### config.mk
export PLATFORM = sky130hd
export DESIGN_NAME = swi_ctrl
export DESIGN_NICKNAME = d
export VERILOG_FILES = /design/src/swi_pkg.sv /design/src/swi_ctrl.sv
export SDC_FILE = /design/constraint.sdc
export NUM_CORES = 1
export LEC_CHECK = 0
export BUFFER_PORTS_ARGS = -buffer_cell sky130_fd_sc_hd__buf_2
export CAP_MARGIN = 40
export CORE_AREA = 3 3 106 108
export CTS_CLUSTER_DIAMETER = 30
export DETAILED_ROUTE_END_ITERATION = 16
export DIE_AREA = 0 0 109 111
export PLACE_DENSITY = 0.78
export SYNTH_ARGS = -nofsm -noshare
export SYNTH_HDL_FRONTEND = slang
export SYNTH_SLANG_ARGS = --single-unit
### constraint.sdc
create_clock -name clk_in -period 2.2 [get_ports clk_in]
set_clock_uncertainty 0.2 [all_clocks]
set_input_delay 0.11 -clock clk_in [delete_from_list [all_inputs] [get_ports clk_in]]
set_output_delay 0.11 -clock clk_in [all_outputs]
set_load 0.005 [all_outputs]
### src/swi_pkg.sv
`default_nettype none
package swi_pkg;
  // port b width and control-write mode codes
  localparam int PB_W = 8;
  localparam logic [7:0] MODE_PEND = 8'h19;
  localparam logic [7:0] MODE_PEND_ALT = 8'h09;
  localparam logic [7:0] MODE_EDGE = 8'h1A;
  localparam logic [7:0] MODE_EN = 8'h1B;
  // reset values
  localparam logic [7:0] EN_RST = 8'hFF;
  localparam logic [7:0] EDGE_RST = 8'hFF;
  // extended configuration word
  localparam int FUSE_W = 12;
  localparam int FUSE_CLK_KEEP_BIT = 11;
  // program counter and vectors
  localparam int PC_W = 12;
  localparam logic [PC_W-1:0] PC_MAX = 12'hFFF;
  localparam logic [PC_W-1:0] ISR_VEC = 12'h000;
  // timer interrupt sources: t1 and t2, overflow / compare / capture each
  localparam int TMR_SRC = 6;
  typedef enum logic [1:0] {
    ST_RUN = 2'b01,
    ST_SLEEP = 2'b10
  } swi_pwr_e;
endpackage
`default_nettype wire

### src/swi_ctrl.sv
`default_nettype none
module swi_ctrl #(
  parameter int NPIN = swi_pkg::PB_W
) (
  // clock and reset
  input wire logic clk_in,
  input wire logic srst_in,
  // core instruction events
  input wire logic sleep_exec_in,
  input wire logic interrupt_return_in,
  input wire logic interrupt_return_add_counter_in,
  input wire logic int_window_in,
  // configuration
  input wire logic [swi_pkg::FUSE_W-1:0] extended_config_word_in,
  input wire logic wdt_enable_in,
  // port b control write
  input wire logic ctrl_wr_in,
  input wire logic [7:0] mode_reg_in,
  input wire logic [7:0] w_reg_in,
  // context to save
  input wire logic [swi_pkg::PC_W-1:0] pc_in,
  input wire logic [7:0] bank_pointer_reg_in,
  input wire logic [7:0] status_in,
  // wake and interrupt sources
  input wire logic [NPIN-1:0] portb_pin_in,
  input wire logic wdt_overflow_in,
  input wire logic external_reset_pin_n_in,
  input wire logic realtime_counter_rollover_in,
  input wire logic realtime_counter_int_en_in,
  input wire logic [swi_pkg::TMR_SRC-1:0] timer_irq_in,
  // register views
  output logic [7:0] xchg_data_out,
  output logic [NPIN-1:0] wakeup_pin_enable_out,
  output logic [NPIN-1:0] wakeup_edge_select_out,
  output logic [NPIN-1:0] wakeup_pending_flags_out,
  // power state
  output logic powerdown_out,
  output logic opclk_run_out,
  output logic wdt_clear_out,
  output logic timeout_status_bit_out,
  output logic powerdown_status_bit_out,
  output logic wake_out,
  // program flow and context
  output logic pc_load_out,
  output logic [swi_pkg::PC_W-1:0] pc_load_val_out,
  output logic int_taken_out,
  output logic in_service_out,
  output logic page_clear_out,
  output logic ctx_restore_out,
  output logic [7:0] shadow_bank_pointer_out,
  output logic [7:0] shadow_status_out,
  output logic [7:0] shadow_mode_out,
  output logic [7:0] shadow_w_out,
  output logic realtime_counter_add_out,
  output logic [7:0] realtime_counter_add_val_out
);
  import swi_pkg::*;

  if (NPIN < 1 || NPIN > 8) begin : g_npin_check
    $error("NPIN must be 1 to 8");
  end

  // pin synchronisers and edge detect
  logic [NPIN-1:0] pin_s1_q, pin_s1_d, pin_s2_q, pin_s2_d, pin_prev_q, pin_prev_d, edge_hit;
  logic rst_s1_q, rst_s1_d, rst_s2_q, rst_s2_d;

  always_comb begin
    pin_s1_d = portb_pin_in;
    pin_s2_d = pin_s1_q;
    pin_prev_d = pin_s2_q;
    rst_s1_d = external_reset_pin_n_in;
    rst_s2_d = rst_s1_q;
  end

  always_ff @(posedge clk_in) begin
    pin_s1_q <= pin_s1_d;
    pin_s2_q <= pin_s2_d;
    pin_prev_q <= pin_prev_d;
    rst_s1_q <= rst_s1_d;
    rst_s2_q <= rst_s2_d;
  end

  for (genvar i = 0; i < NPIN; i++) begin : g_edge
    assign edge_hit[i] = wakeup_edge_select_out[i] ? (pin_prev_q[i] & ~pin_s2_q[i])
                                                   : (~pin_prev_q[i] & pin_s2_q[i]);
  end

  // control-write register group
  logic wr_pend, wr_edge, wr_en;
  logic [NPIN-1:0] en_q, en_d, edg_q, edg_d, pend_q, pend_d;
  logic [7:0] xchg_q, xchg_d;

  assign wr_pend = ctrl_wr_in && (mode_reg_in == MODE_PEND || mode_reg_in == MODE_PEND_ALT);
  assign wr_edge = ctrl_wr_in && (mode_reg_in == MODE_EDGE);
  assign wr_en = ctrl_wr_in && (mode_reg_in == MODE_EN);

  always_comb begin
    en_d = en_q;
    edg_d = edg_q;
    xchg_d = xchg_q;
    if (wr_edge) begin
      edg_d = w_reg_in[NPIN-1:0];
    end
    if (wr_en) begin
      en_d = w_reg_in[NPIN-1:0];
    end
    if (wr_pend) begin
      xchg_d = 8'h00;
      xchg_d[NPIN-1:0] = pend_q;
    end
  end

  always_ff @(posedge clk_in) begin
    if (srst_in) begin
      en_q <= EN_RST[NPIN-1:0];
      edg_q <= EDGE_RST[NPIN-1:0];
      xchg_q <= 8'h00;
    end else begin
      en_q <= en_d;
      edg_q <= edg_d;
      xchg_q <= xchg_d;
    end
  end

  // an edge in the clearing cycle still sets its flag
  always_comb begin
    pend_d = pend_q;
    if (wr_pend) begin
      pend_d = w_reg_in[NPIN-1:0];
    end
    pend_d = pend_d | edge_hit;
  end

  // pending flags deliberately keep no reset value
  always_ff @(posedge clk_in) begin
    pend_q <= pend_d;
  end

  assign wakeup_pin_enable_out = en_q;
  assign wakeup_edge_select_out = edg_q;
  assign wakeup_pending_flags_out = pend_q;
  assign xchg_data_out = xchg_q;

  // interrupt and power sequencing
  swi_pwr_e pwr_q, pwr_d;
  logic svc_q, svc_d, to_q, to_d, pd_q, pd_d;
  struct packed {logic wdtc, wake, pcl, take, pgc, ctx, radd;} pls_q, pls_d;
  struct packed {logic [7:0] bank, stat, mode, w;} shd_q, shd_d;
  logic [PC_W-1:0] pcv_q, pcv_d, stk_q, stk_d;
  logic [7:0] radv_q, radv_d;
  logic ext_pend, tmr_evt, take, interrupt_return_any, pin_wake;

  // cleared enable bit lets the pin through
  // pending flags raise the external interrupt
  assign ext_pend = |(pend_q & ~en_q);
  // rollover gated by its option enable
  assign tmr_evt = (realtime_counter_rollover_in & realtime_counter_int_en_in) | (|timer_irq_in);
  // no source outranks another, none while in service
  // ext flag stays pending and is taken after return
  // timer event not remembered across service
  assign take = (pwr_q == ST_RUN) && int_window_in && !svc_q && (ext_pend || tmr_evt);
  assign interrupt_return_any = interrupt_return_in | interrupt_return_add_counter_in;
  assign pin_wake = |(edge_hit & ~en_q);

  always_comb begin
    pwr_d = pwr_q;
    svc_d = svc_q;
    to_d = to_q;
    pd_d = pd_q;
    stk_d = stk_q;
    shd_d = shd_q;
    pcv_d = pcv_q;
    radv_d = radv_q;
    pls_d = '0;
    unique case (pwr_q)
      ST_RUN: begin
        if (take) begin
          // push pc and shadow context, clear page bits
          // one stack entry, apart from call stack
          svc_d = 1'b1;
          stk_d = pc_in;
          shd_d.bank = bank_pointer_reg_in;
          shd_d.stat = status_in;
          shd_d.mode = mode_reg_in;
          shd_d.w = w_reg_in;
          pls_d.pcl = 1'b1;
          pcv_d = ISR_VEC;
          pls_d.take = 1'b1;
          pls_d.pgc = 1'b1;
        end else if (svc_q && interrupt_return_any) begin
          svc_d = 1'b0;
          pls_d.pcl = 1'b1;
          pcv_d = stk_q;
          pls_d.ctx = 1'b1;
          pls_d.radd = interrupt_return_add_counter_in;
          radv_d = w_reg_in;
        end else if (sleep_exec_in) begin
          pwr_d = ST_SLEEP;
          if (wdt_enable_in) begin
            pls_d.wdtc = 1'b1;
            to_d = 1'b1;
            pd_d = 1'b0;
          end
        end
      end
      ST_SLEEP: begin
        // watchdog, pin edge or reset pin ends power-down
        if (pin_wake || wdt_overflow_in || !rst_s2_q) begin
          pwr_d = ST_RUN;
          pls_d.wake = 1'b1;
          if (pin_wake) begin
            pls_d.pcl = 1'b1;
            pcv_d = PC_MAX;
          end
        end
      end
    endcase
  end

  always_ff @(posedge clk_in) begin
    if (srst_in) begin
      pwr_q <= ST_RUN;
      svc_q <= 1'b0;
      to_q <= 1'b0;
      pd_q <= 1'b0;
      stk_q <= '0;
      shd_q <= '0;
      pcv_q <= '0;
      radv_q <= 8'h00;
      pls_q <= '0;
    end else begin
      pwr_q <= pwr_d;
      svc_q <= svc_d;
      to_q <= to_d;
      pd_q <= pd_d;
      stk_q <= stk_d;
      shd_q <= shd_d;
      pcv_q <= pcv_d;
      radv_q <= radv_d;
      pls_q <= pls_d;
    end
  end

  assign powerdown_out = (pwr_q == ST_SLEEP);
  // clock stops in power-down unless keep bit is cleared
  assign opclk_run_out = (pwr_q == ST_RUN) || !extended_config_word_in[FUSE_CLK_KEEP_BIT];
  assign timeout_status_bit_out = to_q;
  assign powerdown_status_bit_out = pd_q;
  assign pc_load_val_out = pcv_q;
  assign in_service_out = svc_q;
  assign realtime_counter_add_val_out = radv_q;
  assign {wdt_clear_out, wake_out, pc_load_out, int_taken_out, page_clear_out, ctx_restore_out,
          realtime_counter_add_out} = pls_q;
  assign {shadow_bank_pointer_out, shadow_status_out, shadow_mode_out, shadow_w_out} = shd_q;
endmodule // swi_ctrl
`default_nettype wire

Word-level counts from Yosys, hierarchy flattened
Index checks and enable logic that the tools add are counted.
{"block": "word_totals", "reg_bits": 133, "latchBits": 0, "mem_bits_rw": 0, "rom_bits": 0, "in_bits": 82, "output_inout_bits": 96, "n_memories": 0}
{"block": "classes", "n_addsub": 0, "multipliers": 0, "n_div": 0, "magnitude_cmp": 0, "eq_ne": 12, "shifts": 0, "muxes": 29, "n_bitwise": 44, "n_reduce_logical": 30}
{"cell": "12-bit two-way mux", "count": 4}
{"cell": "8-bit by 5-bit == test with 1-bit output, second input constant", "count": 3}
{"cell": "12-bit one-hot mux with 2 select lines", "count": 1}
{"cell": "1-bit NOT", "count": 21}
{"cell": "1-bit AND", "count": 17}
{"cell": "8-bit AND", "count": 2}
{"cell": "8-bit OR reduction", "count": 2}
{"cell": "1-bit two-way mux", "count": 14}
{"cell": "2-bit two-way mux", "count": 7}
{"cell": "8-bit by 4-bit == test with 1-bit output, second input constant", "count": 1}
{"cell": "8-bit two-way mux", "count": 1}
{"cell": "8-bit NOT", "count": 1}
{"cell": "8-bit bitwise OR", "count": 1}
{"cell": "1-bit logical AND", "count": 7}
{"cell": "2-bit inequality test, second input constant", "count": 3}
{"cell": "3-bit AND reduction", "count": 2}
{"cell": "6-bit OR reduction", "count": 1}
{"cell": "1-bit logical OR", "count": 5}
{"cell": "5-bit AND reduction", "count": 1}
{"cell": "5-bit OR reduction", "count": 1}
{"cell": "2-bit by 1-bit inequality test with 1-bit output, second input constant", "count": 2}
{"cell": "2-bit one-hot mux with 2 select lines", "count": 1}
{"cell": "2-bit AND reduction", "count": 2}
{"cell": "4-bit AND reduction", "count": 1}
{"cell": "10 further kinds", "count": 14}

Logic depth before layout (Yosys ltp)
Gate-level depths: netlist (run 1).
{"block": "depth", "word_depth": 9, "mapped_depth": 7, "mapped_depth_nobuf": 5}

Least setup slack after synthesis (run 1)
OpenSTA, ideal clock, no wires.
{"block": "synth_timing", "path_kind": "register -> register", "startpoint": "register edg_q[1] (netlist: wakeup_edge_select_out[1])", "endpoint": "register pwr_q[0]", "setup_ns": 0.134, "t_arrival_ns": 1.697, "required_time_ns": 1.866, "setup_slack_ns": 0.169, "path_stages_with_launch": 6, "path_buffers": 0, "synth_period_minus_slack_ns": 2.031, "cell_sequence": "dfxtp_1 nor2b_1 a21oi_1 o2111ai_1 o41a_1 or4_1"}
{"block": "synth_between", "elab_chain_cells": 7}
{"element": "from (decl)", "line_no": "swi_ctrl.sv:90", "rtl": "logic [NPIN-1:0] en_q, en_d, edg_q, edg_d, pend_q, pend_d;"}
{"element": "from (signal assigned)", "line_no": "swi_ctrl.sv:116", "rtl": "edg_q <= EDGE_RST[NPIN-1:0];"}
{"element": "from (signal assigned)", "line_no": "swi_ctrl.sv:120", "rtl": "edg_q <= edg_d;"}
{"element": "1-bit two-way mux", "line_no": "swi_ctrl.sv:84", "rtl": "assign edge_hit[i] = wakeup_edge_select_out[i] ? (pin_prev_q[i] & ~pin_s2_q[i])"}
{"element": "8-bit AND", "line_no": "swi_ctrl.sv:163", "rtl": "assign pin_wake = |(edge_hit & ~en_q);"}
{"element": "8-bit OR reduction", "line_no": "swi_ctrl.sv:163"}
{"element": "1-bit logical OR (2 in a row)", "line_no": "swi_ctrl.sv:208", "rtl": "if (pin_wake || wdt_overflow_in || !rst_s2_q) begin"}
{"element": "2-bit by 1-bit inequality test with 1-bit output (no line)"}
{"element": "4-bit AND reduction (no line)"}
{"element": "to (signal assigned)", "line_no": "swi_ctrl.sv:232", "rtl": "pwr_q <= pwr_d;"}
{"element": "to (decl)", "line_no": "swi_ctrl.sv:145", "rtl": "swi_pwr_e pwr_q, pwr_d;"}
No other way between the ends.
A chain may end at the register's enable or synchronous reset.

Final worst setup path (run 1)
{"block": "layout_timing", "startpoint": "register pwr_q[1]", "endpoint": "register pcv_q[6] (netlist: pc_load_val_out[6])"}
{"block": "layout_between", "elab_chain_cells": 6}
{"element": "2-bit by 1-bit == test with 1-bit output", "line_no": "swi_ctrl.sv:161, swi_ctrl.sv:175"}
{"element": "1-bit logical AND (3 in a row)", "line_no": "swi_ctrl.sv:161", "rtl": "assign take = (pwr_q == ST_RUN) && int_window_in && !svc_q && (ext_pend || tmr_evt);"}
{"element": "3-bit inequality test (no line) or 12-bit two-way mux (tied branches)"}
{"element": "3-bit AND reduction (no line) or 12-bit one-hot mux with 2 select lines (tied branches)"}
{"element": "to (signal assigned)", "line_no": "swi_ctrl.sv:238", "rtl": "pcv_q <= pcv_d;"}
{"element": "to (decl)", "line_no": "swi_ctrl.sv:149", "rtl": "logic [PC_W-1:0] pcv_q, pcv_d, stk_q, stk_d;"}
Parallel ways exist; a longest one is shown, timed or not.

==> results.yml, run 1 <==
worst_setup_path:
  r2r_setup_slack_ns: 0.09
  cpPeakStageDelay_ns: 0.34
  worstPathCellList: "nand2b_1 > nor3b_2 > buf_4 > and2_2 > buf_8 > nor4_2 > nor4_1"
  timing.rr.start: "pwr_q[1]"
  slowest_stage: "dfxtp_1"
  cp-end-kind: "flop"
  cp_num_buf_inv: 2
  crit_required_ns: 2.41
  endpoint: "pc_load_val_out[6]"
  reg2reg_to: "pc_load_val_out[6]"
  cp_num_cells: 7
  cp-start-kind: "flop"
  critical_path_class: "flop to flop"
  reg2reg_depth: 7
  crit_arrival_ns: 2.32
  cp-startpoint: "pwr_q[1]"
  path_max_fanout: 24
  cp_top_family: "simple AND/OR/NAND/NOR gates"
final_layout:
  final_cells: 968
  antenna_cells: 0
  drive_above_1_share_pct: 31.9
  nets: 902
  synthToLayoutAreaGrowth_pct: 50.2
  fill_cells: 708
  design_area_mm2: 0.00772
  final_cell_mix: "164 x buf_2, 118 x dfxtp_1, 70 x dlygate4sd3_1"
  mostFrequentLayoutCell: "buf_2"
route:
  via_count: 5565
  drc: 0
  wirelength_mm: 16.9
  drt_first_pass_iters: 5
  drt_iter0_drc: 600
  ant_nets: 0
  wl_per_cell_um: 17.5
  drt-vias-per-instance: 5.75
power:
  power_density_mw_per_mm2: 928
  p_sw_w: 0.00185
  p_seq_share_pct: 38.7
  power_leakage_nw: 3.21
  power_frac_clock_pct: 42.2
  pwr-share-comb_pct: 19.1
  power.internal_w: 0.00531
  swShare_pct: 25.8
  irDropWorstVdd_v: 0.000573
synth:
  netlist_instances: 584
  synth_cell_type_count: 44
  ys_warn_count: 0
  netlist_area_mm2: 0.00514
  ys_ff_latch: 132
  async_flop_share_pct: 0
  dominantRegCellSynth: "dfxtp_1"
  synth-seq-area-share_pct: 51.4
  synth_edf_count: 0
  syn_area_per_cell_um2: 8.80
  syn_nets: 666
sta:
  fin_crit_sh_pct: 96.0
  tightest_slew_ns: 0.534
  fmax_ghz: 0.473
  slew_viol_final: 0
  postLayoutSetupSlackWorst_ns: 0.0879
  slew_headroom_pct: 64.4
  period_minus_slack_ns: 2.11
  hold_ws_ns: -0.0174
  finalSetupViolCount: 0
  hold_viol_final: 1
place:
  dp_hpwl_mm: 10.3
  place_inst: 861
  postPlaceCellArea_mm2: 0.00616
  gp_congestion: 0.831
  pre_cts_ws_ns: 0.0313
  io_buffers: 165
clocking:
  htreeDepth: 4
  cts.sinks: 132
  clockBufferDepth: 2
  clkTransAtPathRegs_ns: 0.06
  cts-buffers-inserted: 17
  cts_tree: "done"
  cts_root_buf: "clkbuf_8"
  insertion_delay_ns: 0.51
floorplan:
  chipHeight_um: 111
  initial_utilization_pct: 49.8
  die_w_um: 109
  num_io_pins: 178
  rows: 37
  core_mm2: 0.0103
  die-area_mm2: 0.0121
global_route:
  overflow: 0
  grt_max_degree: 53
  groute.usage.overall_pct: 26.1
  grt_pass1_wl_mm: 25.1
  antenna_found_initial: 0
  grt_pass1_vias: 5176
outcome:
  outcome: "finished, violations left"
  violations: "hold timing"
hold_path:
  hold_start: "timer_irq_in[0]"
  hp-class: "primary input to flop"
  whs_path_depth: 6
run:
  cap_violations: 0
[tightest hold or removal path: stages]
cell,delay (ns)
buf_2,0.11
nor4_4,0.05
nand3_2,0.10
o41ai_4,0.11
nand2_1,0.08
or4_1,0.10
[Yosys cell counts, types with 6 or more instances]
cell	n	area [µm²]
dfxtp_1	132	2640
nand3_1	46	230
clkbuf_1	36	135
nor4bb_1	6	60.1
a211o_1	16	140
nor4_1	28	175
buf_2	7	35.0
nand2_1	55	206
nand2b_1	29	181
nor2b_1	22	138
a31oi_1	12	75.1
nor4b_1	7	61.3
a21oi_1	64	320
nor3_1	14	70.1
nor2_1	12	45.0
o21ai_0	45	225
[flip-flops by register name (all words and copies together) (netlist names), 2 cells and up]
name                          cells
wakeup_edge_select_out            8
pc_load_val_out                  12
shadow_w_out                      8
wakeup_pending_flags_out          8
realtime_counter_add_val_out      8
shadow_mode_out                   8
shadow_bank_pointer_out           8
pwr_q                             2
xchg_data_out                     8
pin_prev_d                        8
pin_s1_q                          8
stk_q                            12
pin_prev_q                        8
wakeup_pin_enable_out             8
shadow_status_out                 8
[cells by family (layout without fill, tap and decap cells)]
logic type,after synthesis,count (layout),share of synthesized area [%]
AO/OA/AOI/OAI,151,151,17.2
buffers and inverters,55,303,4.48
flip-flops,132,132,51.4
multiplexers,1,1,0.195
other,1,1,0.0730
AND/OR/NAND/NOR,244,244,26.6
[stage by stage]
stage	total power (W)	TNS (ns)	utilization [%]	hold slack (ns)
finish	0.00716	0	74.8	-0.0174
global route	0.00744	-0.0948	74.8	0.0278
CTS	0.00706	0	72.6	-0.0336
detailed placement	0.00394	0	59.7	0.0148
global placement	0.00389	0	59.5	0.0130
floorplan	0.00346	0	-	-0.0623
[layer usage]
| metal | global-route usage [%] | vias up | routed length [µm] |
|---|---|---|---|
| met1 | 32.3 | 2658 | 6740 |
| met5 | 0 | - | 0 |
| li1 | - | 2572 | - |
| met2 | 44.7 | 303 | 8560 |
| met4 | 8.08 | 0 | 303 |
| met3 | 5.71 | 32 | 1320 |
[how the worst min path moves through the flow]
stage	end	slack (ns)
finish	pwr_q[0]	-0.02
global route	pin_s1_q[5]	0.03
CTS	pwr_q[0]	-0.03
detailed placement	pin_s1_q[6]	0.01
global placement	pin_s1_q[3]	0.01
floorplan	pin_s1_q[0]	-0.06
[power by group through the flow]
stage | clock network [W] | registers [W] | logic, W
3_3_place_gp | 0 | 0.00278 | 0.00111
6_report | 0.00302 | 0.00277 | 0.00137
5_1_grt | 0.00316 | 0.00278 | 0.00149
3_5_place_dp | 0 | 0.00280 | 0.00114
2_1_floorplan | 0 | 0.00279 | 0.000670
4_1_cts | 0.00306 | 0.00275 | 0.00125
[timing repair]
item / in CTS / in global routing
hold endpoints to repair: 100 / 0
hold buffers: 70 / 0
gates resized for setup: 0 / 40
buffers inserted: 0 / 6
endpoints found under the setup margin: 0 / 59
[final cells by class]
| class | instances | area, µm² | area share [%] |
|---|---|---|---|
| sequential | 132 | 2670 | 34.5 |
| tap | 136 | 170 | 2.20 |
| timing repair buffer | 267 | 1830 | 23.7 |
| clock inverter | 8 | 173 | 2.24 |
| inverter | 5 | 18.8 | 0.243 |
| multi-input combinational | 397 | 2400 | 31.0 |
| clock buffer | 23 | 467 | 6.05 |
(Power assumes the default switching activity.)
==> inputs of run 2 (changes only) <==
--- a/config.mk
+++ b/config.mk
@@ -5,12 +5,13 @@
 export SDC_FILE = /design/constraint.sdc
 export NUM_CORES = 1
 export LEC_CHECK = 0
+export ABC_AREA = 1
 export BUFFER_PORTS_ARGS = -buffer_cell sky130_fd_sc_hd__buf_2
 export CAP_MARGIN = 40
-export CORE_AREA = 3 3 106 108
+export CORE_AREA = 3 3 102 104
 export CTS_CLUSTER_DIAMETER = 30
 export DETAILED_ROUTE_END_ITERATION = 16
-export DIE_AREA = 0 0 109 111
+export DIE_AREA = 0 0 105 107
 export PLACE_DENSITY = 0.78
 export SYNTH_ARGS = -nofsm -noshare
 export SYNTH_HDL_FRONTEND = slang
==> results.yml, run 2 <==
final_layout:
  utilization_pct: 70.9
  final_cells: 950
  nets: 886
  fill_cells: 714
  design_area_mm2: 0.00684
  antenna_cells: 0
  synthToLayoutAreaGrowth_pct: 49.4
  final_cell_mix: "205 x nand2_1, 165 x buf_2, 131 x dfxtp_1"
  drive_above_1_share_pct: 27.8
  mostFrequentLayoutCell: "nand2_1"
hold_path:
  hp-class: "primary input to flop"
  hold_start: "timer_irq_in[4]"
route:
  ant_nets: 0
  wirelength_mm: 14.0
  via_count: 4596
  drc: 0
  drt-vias-per-instance: 4.84
  wl_per_cell_um: 14.8
  drt_first_pass_iters: 6
  drt_iter0_drc: 274
floorplan:
  core_mm2: 0.00964
  initial_utilization_pct: 47.5
  rows: 36
  die-area_mm2: 0.0112
  die_w_um: 105
  chipHeight_um: 107
  num_io_pins: 178
synth:
  ys_ff_latch: 132
  dominantRegCellSynth: "dfxtp_1"
  async_flop_share_pct: 0
  yosysTopAreaCell: "dfxtp_1"
  netlist_area_mm2: 0.00458
  netlist_instances: 568
  syn_nets: 650
  synth_cell_type_count: 24
  netlist.area_leader.share_pct: 57.8
  ys_warn_count: 0
  yosysMostFrequentCell: "nand2_1"
  synth-seq-area-share_pct: 57.8
  syn_area_per_cell_um2: 8.06
  yosys-top-cells-count: "206 x nand2_1, 132 x dfxtp_1, 59 x inv_1"
  synth_edf_count: 0
  synth_area_leaders: "dfxtp_1 58%, nand2_1 17%, inv_1 4.8%"
worst_setup_path:
  path_max_fanout: 6
  crit_arrival_ns: 2.38
  timing.rr.start: "wakeup_pin_enable_out[5]"
  cp-end-kind: "flop"
  critical_path_class: "primary input to flop"
  crit_required_ns: 2.40
  cp-start-kind: "primary input"
  cp-startpoint: "srst_in"
clocking:
  insertion_delay_ns: 0.52
  cts.sinks: 132
  cts_tree: "done"
  htreeDepth: 4
  clkTransAtPathRegs_ns: 0.06
  cts_root_buf: "clkbuf_8"
  cts-buffers-inserted: 17
  clockBufferDepth: 2
outcome:
  outcome: "completed"
sta:
  slew_viol_final: 0
  finalSetupViolCount: 0
  fin_crit_sh_pct: 99.0
  period_minus_slack_ns: 2.18
  hold_viol_final: 0
  slew_headroom_pct: 56.6
  tightest_slew_ns: 0.649
  fmax_ghz: 0.459
global_route:
  overflow: 0
  grt_max_degree: 34
  grt_pass1_vias: 4719
  groute.usage.overall_pct: 25.5
  antenna_found_initial: 0
  grt_pass1_wl_mm: 22.7
power:
  irDropWorstVdd_v: 0.000550
  power_leakage_nw: 3.75
  power.total_w: 0.00673
  power_density_mw_per_mm2: 984
place:
  gp_congestion: 0.828
  io_buffers: 165
  postPlaceCellArea_mm2: 0.00549
  place_inst: 850
  dp_hpwl_mm: 8.60
run:
  cap_violations: 0
[run 2: cell count changes after synthesis, sizes merged, moves of 12 or more]
cell | previous run | this run
a211o | 16 | 0
a21oi | 65 | 11
a31oi | 12 | 0
clkbuf | 36 | 8
inv | 5 | 66
nand2 | 55 | 213
nand2b | 29 | 0
nand3 | 46 | 17
nor2 | 12 | 33
nor2b | 22 | 0
nor3 | 15 | 3
nor4 | 29 | 1
o211ai | 2 | 24
[run 2: cell type report]
class                   count  area, µm²  share of cell area (%)
repair buffers            238       1550                    22.7
clock inverters            12        201                    2.95
well taps                 133        166                    2.43
clock buffers              20        455                    6.66
flip-flops and latches    132       2640                    38.7
inverters                  66        254                    3.72
multi-input cells         349       1570                    22.9
[run 2: cells by family (layout without fill, tap and decap cells)]
logic type             after synthesis  count (layout)  share of synthesized area [%]
DFF                                132             132                           57.8
AOI/OAI and AO/OA                   79              79                           10.3
buffers and inverters               87             336                           8.26
and+or+nand+nor                    269             269                           23.6
other                                1               1                         0.0820
[run 2: what timing repair did]
item                                   in CTS  in global routing
endpoints found under the hold margin     106                  0
hold buffers                               64                  0
buffers inserted                            0                  4
resized for setup                           0                  7
setup endpoints to repair                   0                 11
[run 2: layer usage]
| layer | track usage, % | share of wire [%] | vias to the layer above |
|---|---|---|---|
| met5 | 0 | 0 | - |
| met3 | 6.44 | 6.0 | 33 |
| met2 | 46.2 | 53 | 195 |
| li1 | - | - | 2248 |
| met1 | 28.2 | 39 | 2120 |
| met4 | 11.2 | 2.9 | 0 |
[run 2: power breakdown]
part / switching (W) / leakage, nW / internal (W)
logic: 0.000520 / 2.35 / 0.000398
clock network: 0.00103 / 0.317 / 0.00205
registers: 0.000118 / 1.08 / 0.00262
total: 0.00166 / 3.75 / 0.00506
[run 2: stage by stage]
stage | TNS, ns | setup slack (ns) | hold WS, ns
2_1_floorplan | 0 | 0.648 | -0.0623
3_3_place_gp | 0 | 0.223 | 0.0122
3_5_place_dp | 0 | 0.190 | 0.0137
4_1_cts | 0 | 0.0497 | 0.0103
5_1_grt | -0.0196 | -0.0196 | 0.00933
6_report | 0 | 0.0220 | 0.00260
[run 2: worst max-delay path, stage by stage]
cell and delay (ns):
dlygate4sd3_1 0.54, buf_2 0.22, clkinvlp_4 0.19, nand3_1 0.11
dlygate4sd3_1 0.58, o21ai_0 0.08, dlygate4sd3_1 0.55
[run 2: path summary, 6_finish.rpt]
| kind | end | slack (ns) | depth (start not counted) |
|---|---|---|---|
| min reg2reg | pin_prev_d[5] | 0.13 | 0 |
| min | stk_q[11] | 0.003 | 8 |
| max reg2reg | shadow_status_out[4] | 0.19 | 11 |
| max | timeout_status_bit_out | 0.02 | 7 |
==> inputs of run 3 (changes only) <==
--- a/config.mk
+++ b/config.mk
@@ -9,6 +9,7 @@
 export BUFFER_PORTS_ARGS = -buffer_cell sky130_fd_sc_hd__buf_2
 export CAP_MARGIN = 40
 export CORE_AREA = 3 3 102 104
+export CTS_BUF_LIST = sky130_fd_sc_hd__clkbuf_4 sky130_fd_sc_hd__clkbuf_8 sky130_fd_sc_hd__clkbuf_16
 export CTS_CLUSTER_DIAMETER = 30
 export DETAILED_ROUTE_END_ITERATION = 16
 export DIE_AREA = 0 0 105 107
==> constraint.sdc (replaced) <==
create_clock -name clk_in -period 2.5 [get_ports clk_in]
set_clock_uncertainty 0.2 [all_clocks]
set_input_delay 0.125 -clock clk_in [delete_from_list [all_inputs] [get_ports clk_in]]
set_output_delay 0.125 -clock clk_in [all_outputs]
set_load 0.005 [all_outputs]
==> results.yml, run 3 (synthesis gave the netlist of run 2 again) <==
outcome:
  outcome: "completed"
global_route:
  antenna_found_initial: 0
  groute.usage.overall_pct: 25.9
  top_usage_layer: "met2"
  grt_pass1_wl_mm: 23.1
  grt_max_degree: 37
  use_met3_pct: 8.07
  overflow: 0
  grt_pass1_vias: 4880
  met2_usage_pct: 44.9
  grtUsageMet1_pct: 28.5
sta:
  slew_viol_final: 0
  slew_headroom_pct: 43.8
  finalSetupViolCount: 0
  hold_viol_final: 0
  postLayoutSetupSlackWorst_ns: 0.101
  tightest_slew_ns: 0.842
  fmax_ghz: 0.417
  tns_ns: 0
  period_minus_slack_ns: 2.40
  hold_ws_ns: 0.0447
  fin_crit_sh_pct: 96.0
clocking:
  cts_root_buf: "clkbuf_8"
  cts.sinks: 132
  cts-buffers-inserted: 17
  htreeDepth: 4
  clkTransAtPathRegs_ns: 0.06
  clockBufferDepth: 2
  cts_tree: "done"
  insertion_delay_ns: 0.51
final_layout:
  synthToLayoutAreaGrowth_pct: 53.9
  nets: 912
  utilization_pct: 73.1
  final_cell_mix: "205 x nand2_1, 165 x buf_2, 131 x dfxtp_1"
  mostFrequentLayoutCell: "nand2_1"
  drive_above_1_share_pct: 26.9
  antenna_cells: 0
power:
  power_leakage_nw: 3.89
  power_density_mw_per_mm2: 825
  irDropWorstVdd_v: 0.000498
worst_setup_path:
  cp-end-kind: "flop"
  reg2reg_to: "shadow_status_out[2]"
  critical_path_class: "flop to flop"
  reg2reg_depth: 12
  cpPeakStageDelay_ns: 0.59
  crit_required_ns: 2.69
  cp_top_family: "buffers and inverters"
  critPathMostFrequentCell: "nand2_1"
  slowest_stage: "dlygate4sd3_1"
  path_max_fanout: 33
  crit_arrival_ns: 2.59
  timing.rr.start: "wakeup_pin_enable_out[5]"
  r2r_setup_slack_ns: 0.10
  worstPathCellList: "inv_2 > nand2_1 > nand2_1 > nor2_1 > nand3_1 > nand2_2 > inv_4 > nand2_2 > bufinv_16 > nand2_1 > nand2_1 > dlygate4sd3_1"
  cp-start-kind: "flop"
  cp_num_buf_inv: 4
floorplan:
  die-area_mm2: 0.0112
  num_io_pins: 178
  initial_utilization_pct: 47.5
  rows: 36
  core_mm2: 0.00964
  die_w_um: 105
  chipHeight_um: 107
hold_path:
  hold_end: "pin_s1_q[5]"
  hold_start: "portb_pin_in[5]"
  whs_path_depth: 2
  hp-class: "primary input to flop"
route:
  wirelength_mm: 15.4
  ant_nets: 0
  drt-vias-per-instance: 5.02
  drt_iter0_drc: 332
  wl_per_cell_um: 15.8
  drt_first_pass_iters: 6
  via_count: 4889
  drc: 0
place:
  dp_hpwl_mm: 8.51
  pre_cts_ws_ns: 0.390
  gp_congestion: 0.834
  io_buffers: 165
run:
  cap_violations: 0
run 3: final cells by class:
class,instances,area [µm²]
clock inverters,10,133
inverters,66,277
well taps,133,166
multi-input cells,350,1570
repair buffers,263,1810
clock buffers,20,449
fillers,684,2600
flip-flops and latches,132,2640
run 3: power breakdown:
part / internal, W / total [W] / switching [W]
Combinational: 0.000435 / 0.000951 / 0.000516
Clock: 0.00156 / 0.00245 / 0.000886
Sequential: 0.00230 / 0.00241 / 0.000108
Total: 0.00430 / 0.00581 / 0.00151
run 3: what timing repair did:
action	in CTS	in global routing
endpoints found under the setup margin	0	23
hold buffers	86	0
resized for setup	0	8
hold endpoints to repair	105	0
setup buffers	0	8
run 3: worst max-delay path by stage:
stage | start | endpoint | slack (ns) | cells past startpoint
final | wakeup_pin_enable_out[5] | shadow_status_out[2] | 0.10 | 12
after global placement | wakeup_pin_enable_out[3] | shadow_mode_out[5] | 0.44 | 11
after detailed placement | wakeup_pin_enable_out[3] | shadow_w_out[5] | 0.39 | 11
after global routing | wakeup_pin_enable_out[4] | shadow_status_out[2] | -0.01 | 12
after floorplan | wakeup_pin_enable_out[5] | stk_q[3] | 0.95 | 12
after CTS | wakeup_pin_enable_out[3] | stk_q[4] | 0.02 | 11
run 3: through the flow:
step | total power [W] | instances | area (µm²)
after floorplan | 0.00283 | 568 | 4580
after global placement | 0.00308 | 848 | 5460
after detailed placement | 0.00312 | 849 | 5470
after CTS | 0.00568 | 965 | 6910
after global routing | 0.00602 | 974 | 7040
final | 0.00581 | 974 | 7040
run 3: worst register-to-register path: stages, from the launching register on:
cell	delay [ns]
dfxtp_1	0.37
inv_2	0.05
nand2_1	0.05
nand2_1	0.06
nor2_1	0.11
nand3_1	0.13
nand2_2	0.16
inv_4	0.09
nand2_2	0.09
bufinv_16	0.23
nand2_1	0.10
nand2_1	0.05
dlygate4sd3_1	0.59
run 3: routing by layer:
metal  routed length, µm  vias to the layer above
met5                   0                        -
met4                 705                        0
met3                1120                       72
met2                7690                      256
met1                5860                     2261
li1                    -                     2300
